--- src/hdl/ccs_pkg.sv ---
package ccs_pkg;

    // 8-bit slave address with the direction bit clear (write form)
    localparam logic [7:0]  SLAVE_ADDR8   = 8'HD2;
    // number of configuration bytes behind the serial port
    localparam int          REG_COUNT     = 8;
    localparam logic [7:0]  COUNT_BYTE    = 8'(REG_COUNT);
    localparam int          REG_AW        = $clog2(REG_COUNT);
    // power-up contents, byte 7 down to byte 0
    localparam logic [63:0] REG_DEFAULTS  = {8'H00, 8'H00, 8'H00, 8'H07,
                                             8'H00, 8'HFF, 8'HF6, 8'HFF};
    // plain two-wire mode: when set, block writes carry no byte count
    localparam int          PLAIN_BYTE    = 7;
    localparam int          PLAIN_BIT     = 0;
    // command byte layout
    localparam int          CMD_SINGLE    = 7;
    localparam int          IDX_W         = 7;
    // write stream buffer between the serial side and the byte store
    localparam int          FIFO_WIDTH    = IDX_W + 8;
    localparam int          FIFO_DEPTH    = 16;
    // bit counter values
    localparam logic [3:0]  BITS_DONE     = 4'H8;
    localparam logic [3:0]  ACK_SEEN      = 4'H1;

    typedef enum logic [5:0] {
        ST_IDLE   = 6'H01,
        ST_RX     = 6'H02,
        ST_ACK    = 6'H04,
        ST_TX     = 6'H08,
        ST_RACK   = 6'H10,
        ST_IGNORE = 6'H20
    } ccs_state_t;

    typedef enum logic [3:0] {
        PH_ADDR  = 4'H1,
        PH_CMD   = 4'H2,
        PH_COUNT = 4'H4,
        PH_DATA  = 4'H8
    } ccs_phase_t;

endpackage

--- src/hdl/ccs_fifo.sv ---
`timescale 1ns/10ps
module ccs_fifo #(
    parameter int WIDTH = ccs_pkg::FIFO_WIDTH,
    parameter int DEPTH = ccs_pkg::FIFO_DEPTH
) (
    input  wire logic             clk,
    input  wire logic             reset,
    input  wire logic             in_valid,
    output logic                  in_ready,
    input  wire logic [WIDTH-1:0] in_data,
    output logic                  out_valid,
    input  wire logic             out_ready,
    output logic      [WIDTH-1:0] out_data
);
    localparam int AW = $clog2(DEPTH);

    typedef struct packed {
        logic [DEPTH-1:0][WIDTH-1:0] mem;
        logic [AW-1:0]               wp;
        logic [AW-1:0]               rp;
        logic [AW:0]                 used;
    } ccs_fifo_st_t;

    ccs_fifo_st_t r;
    ccs_fifo_st_t next_r;
    logic         push;
    logic         pop;

    // honest flags straight from the fill level
    assign in_ready  = r.used != (AW+1)'(DEPTH);
    assign out_valid = r.used != '0;
    assign out_data  = r.mem[r.rp];
    assign push      = in_valid & in_ready;
    assign pop       = out_valid & out_ready;

    // pointer and level update
    always_comb begin
        next_r = r;
        if (push) begin
            next_r.mem[r.wp] = in_data;
            next_r.wp        = r.wp + 1'b1;
        end
        if (pop) begin
            next_r.rp = r.rp + 1'b1;
        end
        next_r.used = r.used + (AW+1)'(push) - (AW+1)'(pop);
    end

    always_ff @(posedge clk) begin
        if (reset) begin
            r <= '0;
        end else begin
            r <= next_r;
        end
    end

endmodule

--- src/hdl/ccs_regs.sv ---
`timescale 1ns/10ps
module ccs_regs (
    input  wire logic                        clk,
    input  wire logic                        reset,
    input  wire logic                        rd,
    input  wire logic                        we,
    input  wire logic [ccs_pkg::IDX_W-1:0]   addr,
    input  wire logic [7:0]                  wdata,
    output logic      [7:0]                  rdata,
    output logic      [ccs_pkg::REG_COUNT*8-1:0] bytes
);
    typedef struct packed {
        logic [ccs_pkg::REG_COUNT-1:0][7:0] mem;
        logic [7:0]                         rdata;
    } ccs_regs_st_t;

    ccs_regs_st_t r;
    ccs_regs_st_t next_r;
    logic         in_range;

    assign in_range = addr < ccs_pkg::IDX_W'(ccs_pkg::REG_COUNT);
    assign rdata    = r.rdata;
    assign bytes    = r.mem;

    // single port: bytes past the end read as zero and drop writes
    always_comb begin
        next_r = r;
        if (rd) begin
            next_r.rdata = in_range ? r.mem[addr[ccs_pkg::REG_AW-1:0]] : 8'H00;
        end else if (we && in_range) begin
            next_r.mem[addr[ccs_pkg::REG_AW-1:0]] = wdata;
        end
    end

    always_ff @(posedge clk) begin
        if (reset) begin
            r.mem   <= ccs_pkg::REG_DEFAULTS;
            r.rdata <= 8'H00;
        end else begin
            r <= next_r;
        end
    end
endmodule

--- src/hdl/ccs_slave.sv ---
`timescale 1ns/10ps
// Contract
// - answer only the fixed slave address, D2h in its 8-bit write form
// - accept byte write, byte read, block write and block read
// - command bit 7 clear picks block access, set picks one indexed byte
// - command bits 6:0 index the byte; block access expects them zero
// - block access walks bytes upward from byte zero, msb first, any stop
// - all serial registers take their defaults at power-up
// - address, write bit, ack, then command byte with ack open every block
// - block write carries an acked count byte unless plain mode is set
// - block write data bytes each acked, stop ends the transfer
// - block read uses repeated start and read-direction address, acked
// - block read returns a byte count first, acked by the controller
// - block read data acked except last, which gets not-ack then stop
// - byte write and byte read follow the same framing for one byte
module ccs_slave (
    input  wire logic        CLK,
    input  wire logic        RESET,
    input  wire logic        SCL,
    input  wire logic        SDA_IN,
    output logic             SDA_OUT,
    output logic             SDA_OE,
    output logic [63:0]      CFG
);
    typedef struct packed {
        logic [2:0]          scl_s;
        logic [2:0]          sda_s;
        logic                scl_f;
        logic                sda_f;
        logic                scl_d;
        logic                sda_d;
        ccs_pkg::ccs_state_t state;
        ccs_pkg::ccs_phase_t phase;
        logic [3:0]          cnt;
        logic [7:0]          shreg;
        logic                rw;
        logic                single;
        logic                cnt_sent;
        logic                nack;
        logic [6:0]          index;
        logic                oe;
    } ccs_slave_st_t;

    ccs_slave_st_t r;
    ccs_slave_st_t next_r;

    logic                              scl_rise;
    logic                              scl_fall;
    logic                              start_seen;
    logic                              stop_seen;
    logic                              plain_mode;
    logic                              dec_rx;
    logic                              addr_match;
    logic                              do_load;
    logic [7:0]                        tx_byte;
    logic                              mem_rd;
    logic [7:0]                        mem_rdata;
    logic                              fifo_in_valid;
    logic                              fifo_in_ready;
    logic                              fifo_out_valid;
    logic                              fifo_out_ready;
    logic [ccs_pkg::FIFO_WIDTH-1:0]    fifo_out_data;

    // line events from the filtered levels; both lines share one filter delay
    assign scl_rise   = r.scl_f & ~r.scl_d;
    assign scl_fall   = ~r.scl_f & r.scl_d;
    assign start_seen = r.scl_f & r.scl_d & ~r.sda_f & r.sda_d;
    assign stop_seen  = r.scl_f & r.scl_d & r.sda_f & ~r.sda_d;
    assign plain_mode = CFG[ccs_pkg::PLAIN_BYTE*8+ccs_pkg::PLAIN_BIT];
    assign dec_rx     = (r.state == ccs_pkg::ST_RX) && scl_fall && (r.cnt == ccs_pkg::BITS_DONE);
    assign addr_match = r.shreg[7:1] == ccs_pkg::SLAVE_ADDR8[7:1];

    // count byte goes out ahead of block data
    assign tx_byte = (!r.single && !r.cnt_sent) ? ccs_pkg::COUNT_BYTE : mem_rdata;

    // open drain: only ever pulls low
    assign SDA_OUT = 1'B0;
    assign SDA_OE  = r.oe;

    // reads win the single store port; the write stream waits in the buffer
    assign mem_rd         = (r.state == ccs_pkg::ST_ACK) || (r.state == ccs_pkg::ST_RACK);
    assign fifo_out_ready = ~mem_rd;
    assign fifo_in_valid  = dec_rx && (r.phase == ccs_pkg::PH_DATA);

    // bit engine and framing
    always_comb begin
        next_r   = r;
        do_load  = 1'b0;
        // pin synchronisers; a level counts once stages two and three agree
        next_r.scl_s = {r.scl_s[1:0], SCL};
        next_r.sda_s = {r.sda_s[1:0], SDA_IN};
        if (r.scl_s[1] == r.scl_s[2]) begin
            next_r.scl_f = r.scl_s[2];
        end
        if (r.sda_s[1] == r.sda_s[2]) begin
            next_r.sda_f = r.sda_s[2];
        end
        next_r.scl_d = r.scl_f;
        next_r.sda_d = r.sda_f;

        case (r.state)
            ccs_pkg::ST_RX: begin
                if (scl_rise && r.cnt != ccs_pkg::BITS_DONE) begin
                    next_r.shreg = {r.shreg[6:0], r.sda_f};
                    next_r.cnt   = r.cnt + 4'H1;
                end else if (dec_rx) begin
                    next_r.state = ccs_pkg::ST_ACK;
                    next_r.oe    = 1'b1;
                    case (r.phase)
                        ccs_pkg::PH_ADDR: begin
                            // foreign address: stay off the line
                            if (!addr_match) begin
                                next_r.state = ccs_pkg::ST_IGNORE;
                                next_r.oe    = 1'b0;
                            end else begin
                                // direction bit picks read or write
                                next_r.rw       = r.shreg[0];
                                next_r.cnt_sent = 1'b0;
                                next_r.phase    = ccs_pkg::PH_CMD;
                            end
                        end
                        ccs_pkg::PH_CMD: begin
                            // access type from the top command bit
                            next_r.single = r.shreg[ccs_pkg::CMD_SINGLE];
                            // byte index, or zero for block access
                            next_r.index  = r.shreg[ccs_pkg::CMD_SINGLE] ? r.shreg[6:0] : 7'H00;
                            // count byte skipped in plain mode or for one byte
                            if (r.shreg[ccs_pkg::CMD_SINGLE] || plain_mode) begin
                                next_r.phase = ccs_pkg::PH_DATA;
                            end else begin
                                next_r.phase = ccs_pkg::PH_COUNT;
                            end
                        end
                        ccs_pkg::PH_COUNT: begin
                            // count value is not needed; the stop ends the block
                            next_r.phase = ccs_pkg::PH_DATA;
                        end
                        default: begin
                            // data byte acked only if the buffer takes it
                            if (fifo_in_ready) begin
                                next_r.index = r.index + 7'H01;
                            end else begin
                                next_r.state = ccs_pkg::ST_IGNORE;
                                next_r.oe    = 1'b0;
                            end
                        end
                    endcase
                end
            end
            ccs_pkg::ST_ACK: begin
                // release the ack after its clock, then carry on
                if (scl_fall) begin
                    next_r.oe = 1'b0;
                    if (r.rw) begin
                        do_load = 1'b1;
                    end else begin
                        next_r.state = ccs_pkg::ST_RX;
                        next_r.cnt   = 4'H0;
                    end
                end
            end
            ccs_pkg::ST_TX: begin
                if (scl_fall) begin
                    if (r.cnt == ccs_pkg::BITS_DONE) begin
                        next_r.oe    = 1'b0;
                        next_r.state = ccs_pkg::ST_RACK;
                        next_r.cnt   = 4'H0;
                    end else begin
                        // next bit down, msb went first
                        next_r.oe    = ~r.shreg[6];
                        next_r.shreg = {r.shreg[6:0], 1'b0};
                        next_r.cnt   = r.cnt + 4'H1;
                    end
                end
            end
            ccs_pkg::ST_RACK: begin
                if (scl_rise) begin
                    next_r.cnt  = ccs_pkg::ACK_SEEN;
                    next_r.nack = r.sda_f;
                end else if (scl_fall && r.cnt == ccs_pkg::ACK_SEEN) begin
                    // not-ack ends the read; ack asks for more
                    if (r.nack) begin
                        next_r.state = ccs_pkg::ST_IGNORE;
                    end else begin
                        do_load = 1'b1;
                    end
                end
            end
            ccs_pkg::ST_IDLE, ccs_pkg::ST_IGNORE: begin
                next_r.oe = 1'b0;
            end
            default: begin
                next_r.state = ccs_pkg::ST_IDLE;
                next_r.oe    = 1'b0;
            end
        endcase

        // load a byte to send: count, block data or the indexed byte
        if (do_load) begin
            next_r.state = ccs_pkg::ST_TX;
            next_r.shreg = tx_byte;
            next_r.oe    = ~tx_byte[7];
            next_r.cnt   = 4'H1;
            if (!r.single && !r.cnt_sent) begin
                next_r.cnt_sent = 1'b1;
            end else begin
                next_r.index = r.index + 7'H01;
            end
        end

        // repeated start keeps command state, restarts address phase
        if (start_seen) begin
            next_r.state = ccs_pkg::ST_RX;
            next_r.phase = ccs_pkg::PH_ADDR;
            next_r.cnt   = 4'H0;
            next_r.oe    = 1'b0;
        end else if (stop_seen) begin
            next_r.state = ccs_pkg::ST_IDLE;
            next_r.oe    = 1'b0;
        end
    end

    always_ff @(posedge CLK) begin
        if (RESET) begin
            r       <= '0;
            r.scl_s <= 3'H7;
            r.sda_s <= 3'H7;
            r.scl_f <= 1'b1;
            r.sda_f <= 1'b1;
            r.scl_d <= 1'b1;
            r.sda_d <= 1'b1;
            r.state <= ccs_pkg::ST_IDLE;
            r.phase <= ccs_pkg::PH_ADDR;
        end else begin
            r <= next_r;
        end
    end

    // written bytes queue here so a read never collides with a store write
    ccs_fifo #(
        .WIDTH (ccs_pkg::FIFO_WIDTH),
        .DEPTH (ccs_pkg::FIFO_DEPTH)
    ) u_fifo (
        .clk       (CLK),
        .reset     (RESET),
        .in_valid  (fifo_in_valid),
        .in_ready  (fifo_in_ready),
        .in_data   ({r.index, r.shreg}),
        .out_valid (fifo_out_valid),
        .out_ready (fifo_out_ready),
        .out_data  (fifo_out_data)
    );

    ccs_regs u_regs (
        .clk   (CLK),
        .reset (RESET),
        .rd    (mem_rd),
        .we    (fifo_out_valid),
        .addr  (mem_rd ? r.index : fifo_out_data[ccs_pkg::FIFO_WIDTH-1:8]),
        .wdata (fifo_out_data[7:0]),
        .rdata (mem_rdata),
        .bytes (CFG)
    );
endmodule

--- config.mk ---
export PLATFORM = sky130hd
export DESIGN_NAME = ccs_slave
export DESIGN_NICKNAME = d
export VERILOG_FILES = /design/src/hdl/ccs_pkg.sv /design/src/hdl/ccs_fifo.sv /design/src/hdl/ccs_regs.sv /design/src/hdl/ccs_slave.sv
export SDC_FILE = /design/constraint.sdc
export NUM_CORES = 1
export LEC_CHECK = 0
export ABC_AREA = 0
export BUFFER_PORTS_ARGS = -buffer_cell sky130_fd_sc_hd__buf_2
export CORE_MARGIN = 2
export CORE_UTILIZATION = 39
export CTS_CLUSTER_SIZE = 10
export DETAILED_ROUTE_END_ITERATION = 10
export PLACE_DENSITY = 0.6
export RECOVER_POWER = 50
export SYNTH_ARGS = -nofsm -noshare
export SYNTH_HDL_FRONTEND = slang
export SYNTH_SLANG_ARGS = --single-unit
--- constraint.sdc ---
create_clock -name CLK -period 4.5 [get_ports CLK]
set_input_delay 0.9 -clock CLK [delete_from_list [all_inputs] [get_ports CLK]]
set_output_delay 0.9 -clock CLK [all_outputs]
set_load 0.01 [all_outputs]
# Yosys cells after proc, flatten, opt, wreduce, memory -nomap -nowiden
# Index checks and enable logic that the tools add are counted.
# classes
shifts,0
n_eq_ne,53
n_bitwise,18
muxes,70
div,0
n_reduce_logical,37
mul,0
n_lt_le_gt_ge,6
add_sub_neg,6
# op_table
op,n
240-bit bitwise mux,1
64-bit bitwise mux,1
8-bit 2-to-1 mux,8
15-bit binary-select mux with 4-bit select,1
15-bit demux with 4-bit select,1
6-bit 2-to-1 mux,9
"5-bit inequality test, second input constant",9
7-bit 2-to-1 mux,5
15-bit 2-to-1 mux,2
"3-bit inequality test, second input constant",10
6-bit one-hot mux with 5 select lines,1
10-bit AND reduction,3
4-bit 2-to-1 mux,7
8-bit binary-select mux with 3-bit select,1
8-bit demux with 3-bit select,1
12-bit 2-to-1 mux,2
"2-bit inequality test, second input constant",12
10-bit 2-to-1 mux,2
1-bit 2-to-1 mux,17
4-bit one-hot mux with 4 select lines,1
8-bit one-hot mux with 2 select lines,1
5-bit AND reduction,3
7-bit one-hot mux with 2 select lines,1
"4-bit by 1-bit adder with 4-bit output, second input constant",3
other kinds (44),88
# word_totals
regBits,369
word_cells,237
rom_bits,0
latchBits,0
inputBits,4
mem_count,0
ram_bits,0

# Depth between registers and ports, before layout
# depth
depth_word,10
ltp_mapped,13

# Hierarchy
# From an unflattened synthesis, not the netlist that was laid out.
# unflattened
cells_unflattened,1660
hier_area_um2,17423.0
# by_module_without_submodules
mod,seq_area_each_um2,area_each_um2,cells_each,n_inst
ccs_fifo,5064.9,11310.8,1011,1
ccs_regs,1441.4,3424.5,324,1
ccs_slave,880.8,2687.6,325,1

# Least setup slack after synthesis
# OpenSTA, ideal clock, no wires.
# synth_timing
path_type,register to register
start,reg u_fifo.r[3] (netlist bit)
end,reg u_fifo.r[4] (netlist bit)
period_less_slack_ns,2.630
n_path_buf,0
setup_time_ns,0.070
arrival_time_ns,2.560
path_stages_with_launch,13
slack_ns,1.870
path_cell_list,dfxtp_1 inv_1 ha_1 nor4bb_1 nor3_1 ha_1 inv_1 fa_1 inv_1 a21oi_1 nor2_1 or3_1 a21oi_1
# synth_between
elab_chain_len,4
# synth_rtl
element,line_no,text
from (decl),ccs_fifo.sv:24,ccs_fifo_st_t r;
from (signal assigned),ccs_fifo.sv:53,r <= next_r;
5-bit inequality test,ccs_fifo.sv:30,assign in_ready = r.used != (AW+1)'(DEPTH);
1-bit AND,ccs_fifo.sv:33,assign push = in_valid & in_ready;
named net u_fifo.push,ccs_fifo.sv:26,logic push;
5-bit by 1-bit adder with 5-bit output,ccs_fifo.sv:46,next_r.used = r.used + (AW+1)'(push) - (AW+1)'(pop);
5-bit by 1-bit subtractor with 5-bit output,ccs_fifo.sv:46,
# The timed path passes the listed nets, and every way through them passes these cells.
# A chain may end at the register's enable or synchronous reset.

# Final worst setup path
# layout_timing
start,reg r[32] (netlist bit)
end,"reg u_regs.r, in the netlist u_regs.bytes[38]"
# layout_between
elab_chain_len,8
# layout_rtl
element,line_no,text
from (decl),ccs_slave.sv:44,ccs_slave_st_t r;
from (signal assigned),ccs_slave.sv:235,r <= next_r;
6-bit by 3-bit equality test with 1-bit output / 6-bit by 5-bit equality test with 1-bit output (equally long branches),ccs_slave.sv:81,assign mem_rd = (r.state == ccs_pkg::ST_ACK) || (r.state == ccs_pkg::ST_RACK);
1-bit logical OR *,ccs_slave.sv:81,
7-bit 2-to-1 mux,ccs_slave.sv:259,".addr (mem_rd ? r.index : fifo_out_data[ccs_pkg::FIFO_WIDTH-1:8]),"
3-bit by 4-bit < comparator with 1-bit output (not written as such) / 3-bit by 1-bit >= comparator with 1-bit output (equally long branches),ccs_regs.sv:31,next_r.mem[addr[ccs_pkg::REG_AW-1:0]] = wdata;
1-bit logical AND (not written as such),ccs_regs.sv:31,
8-bit 2-to-1 mux (not written as such),ccs_regs.sv:31,
8-bit demux with 3-bit select,--,
64-bit bitwise mux,ccs_regs.sv:31,
to (signal assigned),ccs_regs.sv:40,r <= next_r;
to (decl),ccs_regs.sv:17,ccs_regs_st_t r;
# Every way passes the cells marked *; elsewhere a longest branch is shown, timed or not.

==> impl_metrics.tcl <==
set metrics [dict create \
    outcome "finished, violations left" \
    failed_checks "capacitance limit, slew limit" \
    chipHeight_um 209 \
    cts_setup_buffers 0 \
    synthCells 1941 \
    fmax_ghz 0.263 \
    final_common_cell "nand2_1" \
    fin_crit_ps 3800 \
    htree_levels 2 \
    first_pass_iters 5 \
    report.final.slew_viol_count 144 \
    setup_viol 0 \
    wire_per_inst_um 19.4 \
    worst-path-max-fanout 8 \
    core_um2 41900 \
    worst_ep_arrival_time_ps 4270 \
    drt_wl_total_um 48300 \
    rrSetupSlack_ps 700 \
    synth.avg_cell_area_um2 8.48 \
    syn_to_final_growth_pct 10.8 \
    clock_skew_ps 16.7 \
    holdBufCountCts 0 \
    rows 75 \
    grtUsageTotal 0.218 \
    die_area_um2 43900 \
    period_share 0.844 \
    cts-root-buf "clkbuf_16" \
    hold_depth 1 \
    viasPerCell 5.52 \
    worstPathRequired_ps 4970 \
    mostFrequentLayoutCells "nand2_1 (511), dfxtp_1 (367), a21oi_1 (277)" \
    synth_edf_count 0 \
    r2r_cells 7 \
    finalNetCount 1968 \
    clock-sinks 369 \
    maxCapViolations 1 \
    antenna_found_initial 0 \
    worst_setup_path_start_kind "flop" \
    tns_ps 0 \
    powerDensity_nw_per_um2 431 \
    worst_hold_path_type "reg -> reg" \
    power_uw 7860 \
    hold_violations 0 \
    yosys_most_used_dff "dfxtp_1" \
    grt_pass1_wl_um 75900 \
    regArea_um2 7390 \
    drive_gt1_frac 0.0916 \
    cts_buffers 43 \
    cts_tree "done" \
    antenna_left 0 \
    ys_seq_area_frac 0.449 \
    yosysUniqueCellTypes 65 \
    overflow 0 \
    post-route-util 0.436 \
    syn_nets 1961 \
    worst_slew_pin_slew_ps 2650 \
    post-route-cell-area_um2 18200 \
    fillers 4138 \
    n_antenna_cell 0 \
    multi_input_area_um2 8360 \
    synth_area_um2 16500 \
    grt_pass1_vias 13188 \
    synthArstFlopShare 0 \
    drc 0 \
    ys_ff_latch 369 \
    path_class "reg -> reg" \
    ios 70 \
    cp-end-kind "flop" \
    vdd_drop_max_mv 0.237 \
    p_leak_uw 0.00626 \
    insertion_delay_ps 550 \
    post_dp_cell_area_um2 17200 \
    clock_tree.buffer_depth 3 \
    dpl.hpwl_um 31200 \
    yosysWarnings 0 \
    grt_max_degree 226 \
    place_congestion 0.911 \
    clk_pin_slew_ps 60 \
    vias 13756 \
    io_buffers 68 \
    drt-initial-drc-count 1218 \
    cts_resized 0 \
    max-slew-margin-rel -0.768 \
    die_w_um 209 \
    initial_core_util 0.393 \
    rsz0062_at_grt "false" \
]
==> Yosys cell counts, drive strengths merged (3+ instances only) <==
master / count / area share
nand2: 513 / 0.12
dfxtp: 369 / 0.45
a21oi: 277 / 0.084
nor2: 127 / 0.032
mux2i: 101 / 0.061
clkbuf: 94 / 0.021
nand2b: 64 / 0.024
buf: 49 / 0.015
mux4: 49 / 0.067
nand3: 46 / 0.014
inv: 22 / 0.0050
nor3: 21 / 0.0086
or3: 16 / 0.0061
ha: 15 / 0.011
nor4: 14 / 0.0062
or2: 14 / 0.0053
o21ai: 13 / 0.0040
a211oi: 12 / 0.0055
nor2b: 12 / 0.0046
o22ai: 11 / 0.0042
xor2: 11 / 0.0059
nand4: 10 / 0.0047
xnor2: 10 / 0.0053
a22oi: 8 / 0.0036
or4: 8 / 0.0039
o21bai: 7 / 0.0032
mux2: 6 / 0.0041
nand3b: 4 / 0.0018
nor3b: 4 / 0.0018
o41ai: 4 / 0.0021
and3: 3 / 0.0011
==> worst max-delay path, cell delays in order (launching register included) <==
cell	delay [ps]
dfxtp_1	540
xor2_1	150
a32oi_1	660
nand4_1	180
nor4_1	710
o21bai_1	310
nor2_1	890
mux2i_1	280
==> sequential cells by signal (all words and copies together) (netlist names) <==
| register | flops |
|---|---|
| u_fifo.r | 253 |
| u_regs.bytes | 64 |
| r | 37 |
| u_regs.rdata | 8 |
| next_r | 6 |
| SDA_OE | 1 |
==> final timing paths <==
path | endpoint | from
worst max-delay path | u_regs.bytes[38]$_SDFFE_PP0P_ | r[32]$_SDFFE_PP0P_
worst min-delay path | next_r[40]$_SDFF_PP1_ | next_r[39]$_SDFF_PP1_
worst max register to register | u_regs.bytes[38]$_SDFFE_PP0P_ | r[32]$_SDFFE_PP0P_
worst min register to register | next_r[40]$_SDFF_PP1_ | next_r[39]$_SDFF_PP1_
==> final cells by class <==
| class | instances | share of cell area |
|---|---|---|
| multi-input cells | 1407 | 0.459 |
| repair buffers | 105 | 0.0301 |
| flip-flops and latches | 369 | 0.405 |
| clock inverters | 4 | 0.00329 |
| inverters | 22 | 0.00453 |
| clock buffers | 48 | 0.0612 |
| well taps | 539 | 0.0370 |
==> metal layers <==
layer / wire (um) / track usage / up-vias
met5: 0 / 0 / -
met4: 1200 / 0.0636 / 0
met3: 3750 / 0.0438 / 77
met2: 21700 / 0.345 / 477
met1: 21600 / 0.303 / 6617
li1: - / - / 6585
==> through the flow <==
step	instances	hold slack (ps)	setup slack, ps
after detailed placement	2442	397	1040
after CTS	2494	420	1010
final	2494	415	701
after global placement	2442	401	1130
after floorplan	1941	389	1870
after global routing	2494	439	423
==> logic make-up (layout without fill, tap and decap cells) <==
group,after synthesis,in the layout,share of synthesized area
and+or+nand+nor,864,864,0.236
DFF,369,369,0.449
AOI/OAI and AO/OA,349,349,0.117
buffers and inverters,165,179,0.0417
muxes,156,156,0.133
xor gates and xnor gates,21,21,0.0112
adders and majority gates,16,16,0.0126
other,1,1,0.000228
==> report_power, final <==
group / internal (uW) / leakage [uW] / total (uW) / switching [uW]
combinational: 530 / 0.00270 / 1220 / 692
clock: 1790 / 0.000576 / 3090 / 1300
sequential: 3370 / 0.00298 / 3550 / 177
Note: power is estimated with default switching activity, not from simulation.
